## src/common/awm_pkg.sv

```systemverilog
// package for the application warning mask and signal source selector
// assumes one 50 MHz clock and command strobes synchronous to it
// Functional notes
// - mask code reads as the sum of every enabled warning bit
// - activate-all command (2) sets mask code 003F
// - belt 0001 (cmd 10), soft limits 0002 and 0004
// - hard limit positive 0008 (cmd 13), negative 0010 (cmd 14)
// - contouring warning bit 0020, enabled by command 15
// - encoder 0040 (16), user one 0080 (17), user two 0100 (18)
// - combined warning high while any enabled warning active; code 215 selects it, code 27 is not decoded and reads 0
// - warnings display shows all active warnings regardless of mask
// - on a fault, capture active warnings into status regardless of mask
// - function inputs pick source by code; 6 on, 7 off
// - code 70 is drive release from both safety enables, tied to safe torque off
// - codes 71 to 75 are general inputs 2 to 6, or remote operation
// - code 76 is multifunction input only in mode 3, or remote operation
// - code 157 follows the general warning mask flag
// - codes 158 and 159 are timer one and timer two outputs
// - code 160 asserted once initialised and ready
// - code 161 needs both safety enables, start command and output frequency
// - code 162 asserted on an operational fault
// - code 163 asserted once output frequency reaches reference
// - code 164 while stator frequency exceeds setting threshold
// - code 165 on an overload monitor report
// - code 166 heat sink, code 167 inside temperature warning reached
// - command 102 clears all mask bits; command 0 changes nothing
// - commands 110 to 118 clear the one bit of command minus 110
package awm_pkg;
  // ------------------------------------------------------------
  // widths
  // ------------------------------------------------------------
  localparam int NWARN    = 9;
  localparam int CODE_W   = 9;
  localparam int CMD_W    = 7;
  localparam int REG_W    = 32;
  // ------------------------------------------------------------
  // mask commands
  // ------------------------------------------------------------
  localparam logic [CMD_W-1:0] CMD_NONE    = 7'h00;
  localparam logic [CMD_W-1:0] CMD_ALL     = 7'h02;
  localparam logic [CMD_W-1:0] CMD_SET_LO  = 7'h0A;
  localparam logic [CMD_W-1:0] CMD_CLR_ALL = 7'h66;
  localparam logic [CMD_W-1:0] CMD_CLR_LO  = 7'h6E;
  localparam logic [NWARN-1:0] MASK_ALL    = 9'h03F;
  localparam logic [NWARN-1:0] MASK_RESET  = 9'h000;
  // warning bit positions
  localparam int W_BELT = 0;
  localparam int W_SLP  = 1;
  localparam int W_SLN  = 2;
  localparam int W_HLP  = 3;
  localparam int W_HLN  = 4;
  localparam int W_CONTOURING_WARNING = 5;
  localparam int W_ENC  = 6;
  localparam int W_USR1 = 7;
  localparam int W_USR2 = 8;
  // ------------------------------------------------------------
  // source codes
  // ------------------------------------------------------------
  localparam logic [CODE_W-1:0] SRC_ON      = 9'h006;
  localparam logic [CODE_W-1:0] SRC_OFF     = 9'h007;
  localparam logic [CODE_W-1:0] SRC_RELEASE = 9'h046;
  localparam logic [CODE_W-1:0] SRC_GIN_LO  = 9'h047;
  localparam logic [CODE_W-1:0] SRC_GIN_HI  = 9'h04B;
  localparam logic [CODE_W-1:0] SRC_MFI     = 9'h04C;
  localparam logic [CODE_W-1:0] SRC_GENWARN = 9'h09D;
  localparam logic [CODE_W-1:0] SRC_TIMER1  = 9'h09E;
  localparam logic [CODE_W-1:0] SRC_TIMER2  = 9'h09F;
  localparam logic [CODE_W-1:0] SRC_READY   = 9'h0A0;
  localparam logic [CODE_W-1:0] SRC_RUN     = 9'h0A1;
  localparam logic [CODE_W-1:0] SRC_ERROR   = 9'h0A2;
  localparam logic [CODE_W-1:0] SRC_FREQREF = 9'h0A3;
  localparam logic [CODE_W-1:0] SRC_SETFREQ = 9'h0A4;
  localparam logic [CODE_W-1:0] SRC_IXT     = 9'h0A5;
  localparam logic [CODE_W-1:0] SRC_HEATSNK = 9'h0A6;
  localparam logic [CODE_W-1:0] SRC_INSIDE  = 9'h0A7;
  localparam logic [CODE_W-1:0] SRC_APPWARN = 9'h0D7;
  localparam logic [CODE_W-1:0] SRC_APPWDO  = 9'h01B;
  localparam logic [1:0]        MFI_MODE_DIG = 2'h3;
  // ------------------------------------------------------------
  // register map (byte addresses)
  // ------------------------------------------------------------
  localparam logic [7:0] A_CMD     = 8'h00;
  localparam logic [7:0] A_MASK    = 8'h04;
  localparam logic [7:0] A_DISPLAY = 8'h08;
  localparam logic [7:0] A_FAULT   = 8'h0C;
  localparam logic [7:0] A_CTRL    = 8'h10;
  localparam logic [7:0] A_SEL0    = 8'h20;
  localparam logic [7:0] A_STATUS  = 8'h40;
  localparam logic [7:0] A_SRC_MSK = 8'hE0;
  localparam logic [1:0] HTRANS_NONSEQ = 2'h2;
endpackage

```

## src/core/awm_top.sv

```systemverilog
// application warning mask with AHB-Lite registers and source selectors
// assumes all monitor inputs synchronous to mclk
//
// Added by the designer: the register addresses and the AHB-Lite register port.
`timescale 1ns/1ps
module awm_top
  import awm_pkg::*;
#(
  parameter int NSEL = 4
)(
  input  wire logic             mclk,
  input  wire logic             arst_n,
  input  wire logic             hsel,
  input  wire logic [31:0]      haddr,
  input  wire logic [1:0]       htrans,
  input  wire logic             hwrite,
  input  wire logic [2:0]       hsize,
  input  wire logic [31:0]      hwdata,
  input  wire logic             hready,
  output logic [31:0]           hrdata,
  output logic                  hreadyout,
  output logic                  hresp,
  input  wire logic [NWARN-1:0] warn_in,
  input  wire logic             fault_event,
  input  wire logic             safety_enable_a,
  input  wire logic             safety_enable_b,
  input  wire logic [4:0]       general_in,
  input  wire logic             multifunction_input,
  input  wire logic             gen_warn_critical,
  input  wire logic             timer1_out,
  input  wire logic             timer2_out,
  input  wire logic             init_done,
  input  wire logic             start_cmd,
  input  wire logic             freq_available,
  input  wire logic             op_fault,
  input  wire logic             freq_reached,
  input  wire logic             stator_above_set,
  input  wire logic             overload,
  input  wire logic             heatsink_warn,
  input  wire logic             inside_warn,
  output logic                  app_warning,
  output logic                  app_warning_dout,
  output logic                  safe_torque_off,
  output logic [NSEL-1:0]       func_in
);
  // ------------------------------------------------------------
  // state
  // ------------------------------------------------------------
  typedef struct packed {
    logic [NWARN-1:0]       mask;
    logic [NWARN-1:0]       fault_cap;
    logic [4:0]             remote_en;
    logic [4:0]             remote_val;
    logic                   mfi_remote_en;
    logic                   mfi_remote_val;
    logic [1:0]             mfi_mode;
    logic [NSEL-1:0][CODE_W-1:0] sel;
    logic [22:0]            flags;
    logic                   warn;
    logic                   stoff;
    logic [NSEL-1:0]        fin;
    logic                   dph;
    logic                   dwr;
    logic [7:0]             daddr;
    logic [31:0]            rdata;
  } awm_state_type;

  awm_state_type st;
  awm_state_type next_st;
  logic [NSEL-1:0] mux_out;
  logic [4:0]      gin_eff;

  function automatic logic [7:0] sel_addr(input int i);
    sel_addr = 8'(A_SEL0 + 4 * i);
  endfunction

  assign gin_eff = (st.remote_en & st.remote_val) | (~st.remote_en & general_in);

  // ------------------------------------------------------------
  // source selectors
  // ------------------------------------------------------------
  genvar g;
  generate
    for (g = 0; g < NSEL; g++) begin : g_sel
      awm_source_mux u_mux (
        .code  (st.sel[g]),
        .gin   (gin_eff),
        .flags (st.flags),
        .sel   (mux_out[g])
      );
    end
  endgenerate

  // ------------------------------------------------------------
  // next state
  // ------------------------------------------------------------
  always_comb begin
    logic [CMD_W-1:0] cmd;
    logic             wr;
    logic             take;
    cmd = hwdata[CMD_W-1:0];
    take = hsel && hready && htrans == HTRANS_NONSEQ;
    next_st = st;
    wr = st.dph && st.dwr;
    // mask command is a read-modify-write in one cycle
    if (wr && st.daddr == A_CMD) begin
      if (cmd == CMD_ALL) begin
        next_st.mask = MASK_ALL;
      end else if (cmd == CMD_CLR_ALL) begin
        next_st.mask = MASK_RESET;
      end else if (cmd >= CMD_SET_LO && cmd < CMD_SET_LO + CMD_W'(NWARN)) begin
        // bit index is command minus 10
        next_st.mask[4'(cmd - CMD_SET_LO)] = 1'b1;
      end else if (cmd >= CMD_CLR_LO && cmd < CMD_CLR_LO + CMD_W'(NWARN)) begin
        next_st.mask[4'(cmd - CMD_CLR_LO)] = 1'b0;
      end
    end else if (wr && st.daddr == A_CTRL) begin
      next_st.remote_en      = hwdata[4:0];
      next_st.remote_val     = hwdata[12:8];
      next_st.mfi_remote_en  = hwdata[16];
      next_st.mfi_remote_val = hwdata[17];
      next_st.mfi_mode       = hwdata[25:24];
    end
    for (int i = 0; i < NSEL; i++) begin
      if (wr && st.daddr == sel_addr(i)) begin
        next_st.sel[i] = hwdata[CODE_W-1:0];
      end
    end
    if (fault_event) begin
      next_st.fault_cap = warn_in;
    end
    // combined warning, one cycle after the mask changes
    next_st.warn = |(st.mask & warn_in);
    // drive release follows both safety enables
    next_st.stoff = ~(safety_enable_a & safety_enable_b);
    next_st.flags = '0;
    next_st.flags[0] = safety_enable_a & safety_enable_b;
    // only in digital mode, or remote
    next_st.flags[1] = st.mfi_remote_en ? st.mfi_remote_val :
                       (st.mfi_mode == MFI_MODE_DIG) & multifunction_input;
    next_st.flags[2] = gen_warn_critical;
    next_st.flags[3] = timer1_out;
    next_st.flags[4] = timer2_out;
    next_st.flags[5] = init_done;
    next_st.flags[6] = safety_enable_a & safety_enable_b & start_cmd & freq_available;
    next_st.flags[7] = op_fault;
    next_st.flags[8] = freq_reached;
    next_st.flags[9] = stator_above_set;
    next_st.flags[10] = overload;
    next_st.flags[11] = heatsink_warn;
    next_st.flags[12] = inside_warn;
    next_st.flags[13] = st.warn;
    next_st.fin = mux_out;
    // ------------------------------------------------------------
    // bus slave: zero wait states, always OKAY
    // ------------------------------------------------------------
    if (hready) begin
      next_st.dph   = take;
      next_st.dwr   = hwrite;
      next_st.daddr = haddr[7:0];
    end
    next_st.rdata = '0;
    if (take && !hwrite) begin
      if (haddr[7:0] == A_MASK) begin
        next_st.rdata = REG_W'(st.mask);
      end else if (haddr[7:0] == A_DISPLAY) begin
        next_st.rdata = REG_W'(warn_in);
      end else if (haddr[7:0] == A_FAULT) begin
        next_st.rdata = REG_W'(st.fault_cap);
      end else if (haddr[7:0] == A_CTRL) begin
        next_st.rdata = {6'h00, st.mfi_mode, 6'h00, st.mfi_remote_val, st.mfi_remote_en,
                         3'h0, st.remote_val, 3'h0, st.remote_en};
      end else if (haddr[7:0] == A_STATUS) begin
        next_st.rdata = REG_W'({st.fin, st.stoff, st.warn, st.flags}) & 32'h0FFFFFFF;
      end else begin
        for (int i = 0; i < NSEL; i++) begin
          if (haddr[7:0] == sel_addr(i)) begin
            next_st.rdata = REG_W'(st.sel[i]);
          end
        end
      end
    end
  end

  // ------------------------------------------------------------
  // registers
  // ------------------------------------------------------------
  always_ff @(posedge mclk or negedge arst_n) begin
    if (!arst_n) begin
      st <= '0;
      st.stoff <= 1'b1;
    end else begin
      st <= next_st;
    end
  end

  assign hrdata           = st.rdata;
  assign hreadyout        = 1'b1;
  assign hresp            = 1'b0;
  assign app_warning      = st.warn;
  assign app_warning_dout = st.warn;
  assign safe_torque_off  = st.stoff;
  assign func_in          = st.fin;
endmodule

```

## src/core/awm_source_mux.sv

```systemverilog
// one function input source selector
// assumes the flag vector is already registered by the parent
`timescale 1ns/1ps
module awm_source_mux
  import awm_pkg::*;
(
  input  wire logic [CODE_W-1:0] code,
  input  wire logic [4:0]        gin,
  input  wire logic [22:0]       flags,
  output logic                   sel
);
  // flags: 0 release,1 mfi,2 genwarn,3 t1,4 t2,5 ready,6 run,7 error,
  // 8 freqref,9 setfreq,10 ixt,11 heatsink,12 inside,13 appwarn
  always_comb begin
    if (code == SRC_ON) begin
      sel = 1'b1;
    end else if (code == SRC_OFF) begin
      sel = 1'b0;
    end else if (code == SRC_RELEASE) begin
      sel = flags[0];
    end else if (code >= SRC_GIN_LO && code <= SRC_GIN_HI) begin
      sel = gin[3'(code - SRC_GIN_LO)];
    end else if (code == SRC_MFI) begin
      sel = flags[1];
    end else if (code == SRC_GENWARN) begin
      sel = flags[2];
    end else if (code == SRC_TIMER1) begin
      sel = flags[3];
    end else if (code == SRC_TIMER2) begin
      sel = flags[4];
    end else if (code == SRC_READY) begin
      sel = flags[5];
    end else if (code == SRC_RUN) begin
      sel = flags[6];
    end else if (code == SRC_ERROR) begin
      sel = flags[7];
    end else if (code == SRC_FREQREF) begin
      sel = flags[8];
    end else if (code == SRC_SETFREQ) begin
      sel = flags[9];
    end else if (code == SRC_IXT) begin
      sel = flags[10];
    end else if (code == SRC_HEATSNK) begin
      sel = flags[11];
    end else if (code == SRC_INSIDE) begin
      sel = flags[12];
    end else if (code == SRC_APPWARN) begin
      sel = flags[13];
    end else begin
      sel = 1'b0;
    end
  end
endmodule

```

## config.mk

```make
export PLATFORM = sky130hd
export DESIGN_NAME = awm_top
export DESIGN_NICKNAME = d
export VERILOG_FILES = /design/src/common/awm_pkg.sv /design/src/core/awm_top.sv /design/src/core/awm_source_mux.sv
export SDC_FILE = /design/constraint.sdc
export NUM_CORES = 1
export LEC_CHECK = 0
export ABC_CLOCK_PERIOD_IN_PS = 2850
export BUFFER_PORTS_ARGS = -buffer_cell sky130_fd_sc_hd__buf_2
export CAP_MARGIN = 20
export CELL_PAD_IN_SITES_DETAIL_PLACEMENT = 0
export CELL_PAD_IN_SITES_GLOBAL_PLACEMENT = 2
export CORE_AREA = 2 2 134 169
export DETAILED_ROUTE_END_ITERATION = 6
export DIE_AREA = 0 0 136 171
export PLACE_DENSITY_LB_ADDON = 0.1
export SETUP_SLACK_MARGIN = 0.4
export SLEW_MARGIN = 25
export SYNTH_ARGS = -nofsm -noshare
export SYNTH_HDL_FRONTEND = slang
export SYNTH_SLANG_ARGS = --single-unit
```

## constraint.sdc

```tcl
create_clock -name mclk -period 2.85 [get_ports mclk]
set_input_delay 0.285 -clock mclk [delete_from_list [all_inputs] [get_ports mclk]]
set_output_delay 0.285 -clock mclk [all_outputs]
set_load 0.01 [all_outputs]
```

==> results of run 1 <==
## cells by family (layout without fill, tap and decap cells)
kind of cell	Yosys count	after routing	synth area share, %
compound gates	178	178	16.2
xor+xnor	7	7	0.824
fa+ha+maj	19	19	3.20
buf+inv	108	172	7.72
flops	119	119	40.0
mux	78	78	12.9
other cells	2	13	0.101
simple gates	264	264	19.0
## layout make-up
type / count / area share [%]
Multi-Input combinational cell: 559 / 45.3
Inverter: 28 / 1.21
Tap cell: 283 / 4.07
Clock buffer: 18 / 4.94
Sequential cell: 119 / 34.3
Clock inverter: 14 / 2.55
Timing Repair Buffer: 112 / 7.66
## metal layers
layer | wire, um | vias up | global-route usage [%]
met5 | 0 | - | 0
met4 | 896 | 0 | 8.92
met3 | 1150 | 50 | 3.88
met2 | 12900 | 233 | 38.0
met1 | 10500 | 3196 | 27.8
li1 | - | 2918 | -
## power breakdown
| part | leakage (uW) | internal (uW) | switching [uW] | total [uW] |
|---|---|---|---|---|
| sequential | 0.00149 | 1750 | 97.4 | 1850 |
| clock | 0.000308 | 1560 | 881 | 2440 |
| combinational | 0.00202 | 186 | 264 | 450 |
## worst reg2reg max path: stages, from the launching register on
cell	delay [ns]
dfrtp_2	0.45
inv_1	0.14
ha_1	0.36
a21oi_1	0.11
a221oi_1	0.29
o21ai_0	0.17
a211oi_1	0.35
o221ai_1	0.18
a31oi_1	0.19
## flip-flops by register name, indices dropped and copies added (netlist names)
name / flops
func_in: 4
hrdata: 21
st: 92
app_warning: 1
safe_torque_off: 1
## cell usage in the layout, fill, tap and decap left out, types with 8 or more instances in the layout
cell type      Yosys  final
nor2_1            48     48
mux2_2            25     25
a22oi_1           17     17
mux4_2             8      8
nand2_1           68     68
inv_1             27     27
a31oi_1           10     10
a211oi_1           8      8
nand3b_1          13     13
o21ai_0           37     37
buf_4             39     10
nor4_1            13     13
nor2b_1           15     15
o21ai_1            9      9
clkbuf_16          0     17
ha_1              19     19
mux2_1            39     39
nand3_1           21     20
and3_1            11     11
conb_1             2     13
nor3_1            20     20
nand2b_1           9      9
a21oi_1           33     33
dlygate4sd3_1      0     13
buf_2             12     88
dfrtp_1          118    117
## worst max path at each step
stage,endpoint,from,slack (ns),depth (start not counted)
floorplan,func_in[3]$_DFF_PN0_,st[98]$_DFFE_PN0P_,0.86,9
global route,st[97]$_DFFE_PN0P_,st[33]$_DFFE_PN0P_,0.40,5
detailed placement,st[132]$_DFFE_PN0P_,hwdata[2],0.48,9
CTS,func_in[3]$_DFF_PN0_,st[98]$_DFFE_PN0P_,0.52,8
global placement,st[133]$_DFFE_PN0P_,hwdata[2],0.52,9
finish,func_in[2]$_DFF_PN0_,st[89]$_DFFE_PN0P_,0.53,8
## through the flow
step,power [uW],cells,setup slack [ns],hold WS (ns)
2_1_floorplan,2100,786,0.859,-0.0106
3_3_place_gp,2310,1088,0.519,0.356
3_5_place_dp,2310,1088,0.483,0.370
4_1_cts,4780,1133,0.515,0.0612
5_1_grt,4920,1133,0.400,0.0624
6_report,4740,1133,0.531,0.0711
## timing repair
item | in CTS | in global routing
hold buffers | 13 | 0
gates resized for setup | 0 | 3
endpoints found under the setup margin | 0 | 5
hold endpoints to repair | 56 | 0
==> impl_metrics.env, run 1 <==
export IMPL_status="finished clean"
export IMPL_cp_required_ns=3.18
export IMPL_finalNetCount=960
export IMPL_wl_per_cell_um=22.4
export IMPL_floorplan_rows=61
export IMPL_vias=6397
export IMPL_portBuffers=89
export IMPL_start_kind="register"
export IMPL_crit_arrival_ns=2.65
export IMPL_ir_drop_v=0.000385
export IMPL_synth_area_um2=7440
export IMPL_slew_headroom_pct=49.3
export IMPL_max_slew_worst_pin_slew_ns=0.760
export IMPL_synthCells=775
export IMPL_multi_input_area_um2=3930
export IMPL_num_antenna_cells=0
export IMPL_htree_levels=4
export IMPL_hold_start="hwdata[9]"
export IMPL_power_density_nw_per_um2=546
export IMPL_finalHoldViolCount=0
export IMPL_reg2reg_from="st[89]$_DFFE_PN0P_"
export IMPL_grt_setup_unrepaired="yes"
export IMPL_min_path_type="input port to register"
export IMPL_core_area_um2=21800
export IMPL_routed_wl_um=25400
export IMPL_grt_usage_pct=22.2
export IMPL_r2r_setup_slack_ns=0.53
export IMPL_path_class="register to register"
export IMPL_worstPathCellList="inv_1 -> ha_1 -> a21oi_1 -> a221oi_1 -> o21ai_0 -> a211oi_1 -> o221ai_1 -> a31oi_1"
export IMPL_clk_latency_ns=0.42
export IMPL_pin_count=145
export IMPL_path_buf_inv=1
export IMPL_tns_ns=0
export IMPL_fin_crit_ns=2.32
export IMPL_dieHeight_um=171
export IMPL_min_period_over_period_pct=81.4
export IMPL_cts_tree="yes"
export IMPL_grt_pass1_wl_um=38100
export IMPL_reg2reg_depth=8
export IMPL_drc_errors=0
export IMPL_clock_skew_final_ns=0.0102
export IMPL_grt_max_degree=52
export IMPL_ys_types=73
export IMPL_synthDominantCellAreaShare_pct=39.7
export IMPL_grt_pass1_vias=6322
export IMPL_detailed_place_hpwl_um=18700
export IMPL_die_area_um2=23300
export IMPL_endpoint_kind="register"
export IMPL_seq_area_frac_synth_pct=40.0
export IMPL_slowest_stage="dfrtp_2"
export IMPL_design_area_um2=8690
export IMPL_vias_per_cell=5.65
export IMPL_cts_root_buffer="clkbuf_16"
export IMPL_ant_nets=0
export IMPL_min_path_cells=2
export IMPL_ys_seq_elements=119
export IMPL_setup_violations=0
export IMPL_synthFlopType="dfrtp_1"
export IMPL_drv_cap=0
export IMPL_die_w_um=136
export IMPL_yosys_top_cells_area="dfrtp_1, mux2_1, buf_4, mux2_2, nand2_1"
export IMPL_synth_edf_count=0
export IMPL_drv_slew=0
export IMPL_firstDrtPassIters=7
export IMPL_leakage_uw=0.00382
export IMPL_hold_end="st[112]$_DFFE_PN0P_"
export IMPL_cts_buffers=17
export IMPL_layout_drive_gt1_share_pct=20.9
export IMPL_cts_sinks=119
export IMPL_utilization_pct=39.8
export IMPL_cts_setup_buffers=0
export IMPL_cpPeakStageDelay_ns=0.45
export IMPL_synth_top_area_cell="dfrtp_1"
export IMPL_antenna_found_initial=0
export IMPL_place_area_um2=7900
export IMPL_netlist_top_cells_count="dfrtp_1, nand2_1, nor2_1"
export IMPL_yosysMostFrequentCell="dfrtp_1"
export IMPL_seq_area_um2=2980
export IMPL_synthToLayoutAreaGrowth_pct=16.8
export IMPL_cts_path_max_buffers=2
export IMPL_max_freq_ghz=0.431
export IMPL_critical_path_top_delay_family="compound AO/OA/AOI/OAI gates"
export IMPL_r2r_end="func_in[2]$_DFF_PN0_"
export IMPL_synth_warnings=0
export IMPL_syn_avg_cell_area_um2=9.60
export IMPL_clkTransAtPathRegs_ns=0.06
export IMPL_place_congestion=0.833
export IMPL_drt_iter0_markers=563
export IMPL_grt_overflow_total=0
export IMPL_start_util_pct=34.1
export IMPL_worstPathMaxFanout=9
export IMPL_async_flop_share_pct=100
export IMPL_fillerInstances=2267
(Power assumes the default switching activity.)
==> run 2: changes to the inputs <==
--- a/config.mk
+++ b/config.mk
@@ -5,14 +5,14 @@
 export SDC_FILE = /design/constraint.sdc
 export NUM_CORES = 1
 export LEC_CHECK = 0
-export ABC_CLOCK_PERIOD_IN_PS = 2850
+export ABC_CLOCK_PERIOD_IN_PS = 2029
 export BUFFER_PORTS_ARGS = -buffer_cell sky130_fd_sc_hd__buf_2
 export CAP_MARGIN = 20
 export CELL_PAD_IN_SITES_DETAIL_PLACEMENT = 0
 export CELL_PAD_IN_SITES_GLOBAL_PLACEMENT = 2
-export CORE_AREA = 2 2 134 169
+export CORE_AREA = 2 2 142 179
 export DETAILED_ROUTE_END_ITERATION = 6
-export DIE_AREA = 0 0 136 171
+export DIE_AREA = 0 0 144 181
 export PLACE_DENSITY_LB_ADDON = 0.1
 export SETUP_SLACK_MARGIN = 0.4
 export SLEW_MARGIN = 25
==> constraint.sdc (replaced) <==
create_clock -name mclk -period 2.03 [get_ports mclk]
set_input_delay 0.203 -clock mclk [delete_from_list [all_inputs] [get_ports mclk]]
set_output_delay 0.203 -clock mclk [all_outputs]
set_load 0.01 [all_outputs]
==> impl_metrics.env, run 2 (same netlist as run 1, synthesis figures left out) <==
export IMPL_status="complete, but fails checks"
export IMPL_violations="negative setup slack"
export IMPL_routed_wl_um=28400
export IMPL_cts_buffers=17
export IMPL_place_ws_ns=-0.222
export IMPL_fin_crit_ns=2.03
export IMPL_start_util_pct=30.7
export IMPL_pin_count=145
export IMPL_cpPeakStageDelay_ns=0.48
export IMPL_grt_max_degree=69
export IMPL_worstPathMaxFanout=5
export IMPL_core_area_um2=24300
export IMPL_vias=6886
export IMPL_grt_pass1_wl_um=42900
export IMPL_min_period_over_period_pct=100
export IMPL_drt_iter0_markers=387
export IMPL_largest_reg_flops=92
export IMPL_synthToLayoutAreaGrowth_pct=42.9
export IMPL_max_slew_worst_pin_slew_ns=0.514
export IMPL_setup_violations=1
export IMPL_final_common_cell="dfrtp_1"
export IMPL_layout_drive_gt1_share_pct=44.4
export IMPL_ir_drop_v=0.000539
export IMPL_slowest_stage="dfrtp_2"
export IMPL_wl_per_cell_um=21.8
export IMPL_htree_levels=4
export IMPL_finalHoldViolCount=0
export IMPL_finalNetCount=1082
export IMPL_antenna_found_initial=1
export IMPL_cts_sinks=119
export IMPL_dieHeight_um=181
export IMPL_path_class="register to register"
export IMPL_fillerInstances=2364
export IMPL_die_area_um2=26100
export IMPL_vias_per_cell=5.29
export IMPL_max_freq_ghz=0.491
export IMPL_grt_pass1_vias=7089
export IMPL_endpoint_kind="register"
export IMPL_clock_skew_final_ns=0.00825
export IMPL_grt_setup_unrepaired="yes"
export IMPL_cts_path_max_buffers=2
export IMPL_clk_latency_ns=0.42
export IMPL_drv_cap=0
export IMPL_min_path_type="input port to register"
export IMPL_grt_overflow_total=0
export IMPL_setup_ws_ns=-0.00489
export IMPL_crit_arrival_ns=2.40
export IMPL_grt_usage_pct=22.2
export IMPL_firstDrtPassIters=5
export IMPL_design_area_um2=10600
export IMPL_final_cell_mix="dfrtp_1, buf_2, buf_4"
export IMPL_power_density_nw_per_um2=627
export IMPL_place_area_um2=8780
export IMPL_ant_nets=0
export IMPL_die_w_um=144
export IMPL_place_congestion=0.874
export IMPL_p_total_uw=6670
export IMPL_worstPathCellList="buf_12 -> ha_4 -> a221o_1 -> a21oi_2 -> a222oi_1 -> o21a_1 -> a211oi_2 -> buf_4"
export IMPL_cts_tree="yes"
export IMPL_drv_slew=0
export IMPL_leakage_uw=0.00469
export IMPL_start_kind="register"
export IMPL_cts_root_buffer="clkbuf_16"
export IMPL_floorplan_rows=64
export IMPL_cp_required_ns=2.39
export IMPL_largest_register="st"
export IMPL_slew_headroom_pct=65.4
export IMPL_detailed_place_hpwl_um=20700
export IMPL_portBuffers=89
export IMPL_drc_errors=0
export IMPL_clkTransAtPathRegs_ns=0.06
export IMPL_num_antenna_cells=0
[run 2: cell types whose count changed in the layout (fill, tap and decap cells not counted), sizes merged]
cell / before / now
buf: 99 / 210
dlygate4sd3: 13 / 22
inv: 31 / 34
bufinv: 5 / 3
clkbuf: 18 / 19
[run 2: where the power goes]
group	switching [uW]	internal (uW)	total, uW	leakage [uW]
Combinational	472	405	877	0.00292
Clock	1250	1960	3210	0.000293
Sequential	122	2460	2580	0.00148
Total	1840	4830	6670	0.00469
[run 2: timing repair]
action / 4_1_cts / 5_1_grt
cloned: 5 / 0
hold buffers: 22 / 0
endpoints found under the setup margin: 68 / 75
endpoints found under the hold margin: 35 / 0
pin swaps: 22 / 24
buffers inserted: 21 / 6
resized for setup: 92 / 82
[run 2: worst paths after layout]
check	start	to	slack, ns	depth (start not counted)
setup / recovery	st[80]$_DFFE_PN0P_	func_in[1]$_DFF_PN0_	-0.005	8
hold / removal	freq_available	st[54]$_DFF_PN0_	0.02	2
setup reg to reg	st[80]$_DFFE_PN0P_	func_in[1]$_DFF_PN0_	-0.005	8
hold reg to reg	app_warning$_DFF_PN0_	st[61]$_DFF_PN0_	0.43	0
max in group asynchronous	arst_n	safe_torque_off$_DFF_PN1_	1.09	3
min in group asynchronous	arst_n	st[50]$_DFF_PN0_	0.18	2
[run 2: critical path, delay by kind of cell, from the launching register on]
kind	cells	cell delay, ns
AOI/OAI and AO/OA	5	1.01
adders and majority gates	1	0.17
DFF	1	0.48
buffers and inverters	2	0.32
[run 2: area by class of cell]
type / count / area, um2 / share of cell area, %
Multi-Input combinational cell: 559 / 4650 / 43.8
Tap cell: 330 / 413 / 3.88
Clock buffer: 17 / 425 / 4.00
Timing Repair Buffer: 234 / 1850 / 17.4
Inverter: 28 / 115 / 1.08
Sequential cell: 119 / 2990 / 28.1
Clock inverter: 15 / 190 / 1.79
[run 2: routing by layer]
metal  global-route usage (%)  wire length (um)  vias to the layer above
met5                        0                 0                        -
met4                     6.04               514                        0
met3                     3.02               985                       30
met2                     38.9             14700                      160
met1                     28.6             12200                     3518
li1                         -                 -                     3178
[run 2: stage by stage]
step / std cells / utilization [%] / hold WS [ns] / setup TNS [ns]
6_report: 1302 / 43.8 / 0.0227 / -0.00489
5_1_grt: 1302 / 43.8 / 0.0135 / -1.05
4_1_cts: 1296 / 42.1 / 0.00248 / -0.243
3_5_place_dp: 1216 / 36.2 / 0.0863 / -0.291
3_3_place_gp: 1216 / 36.2 / 0.0824 / -0.360
2_1_floorplan: 786 / - / -0.0926 / 0
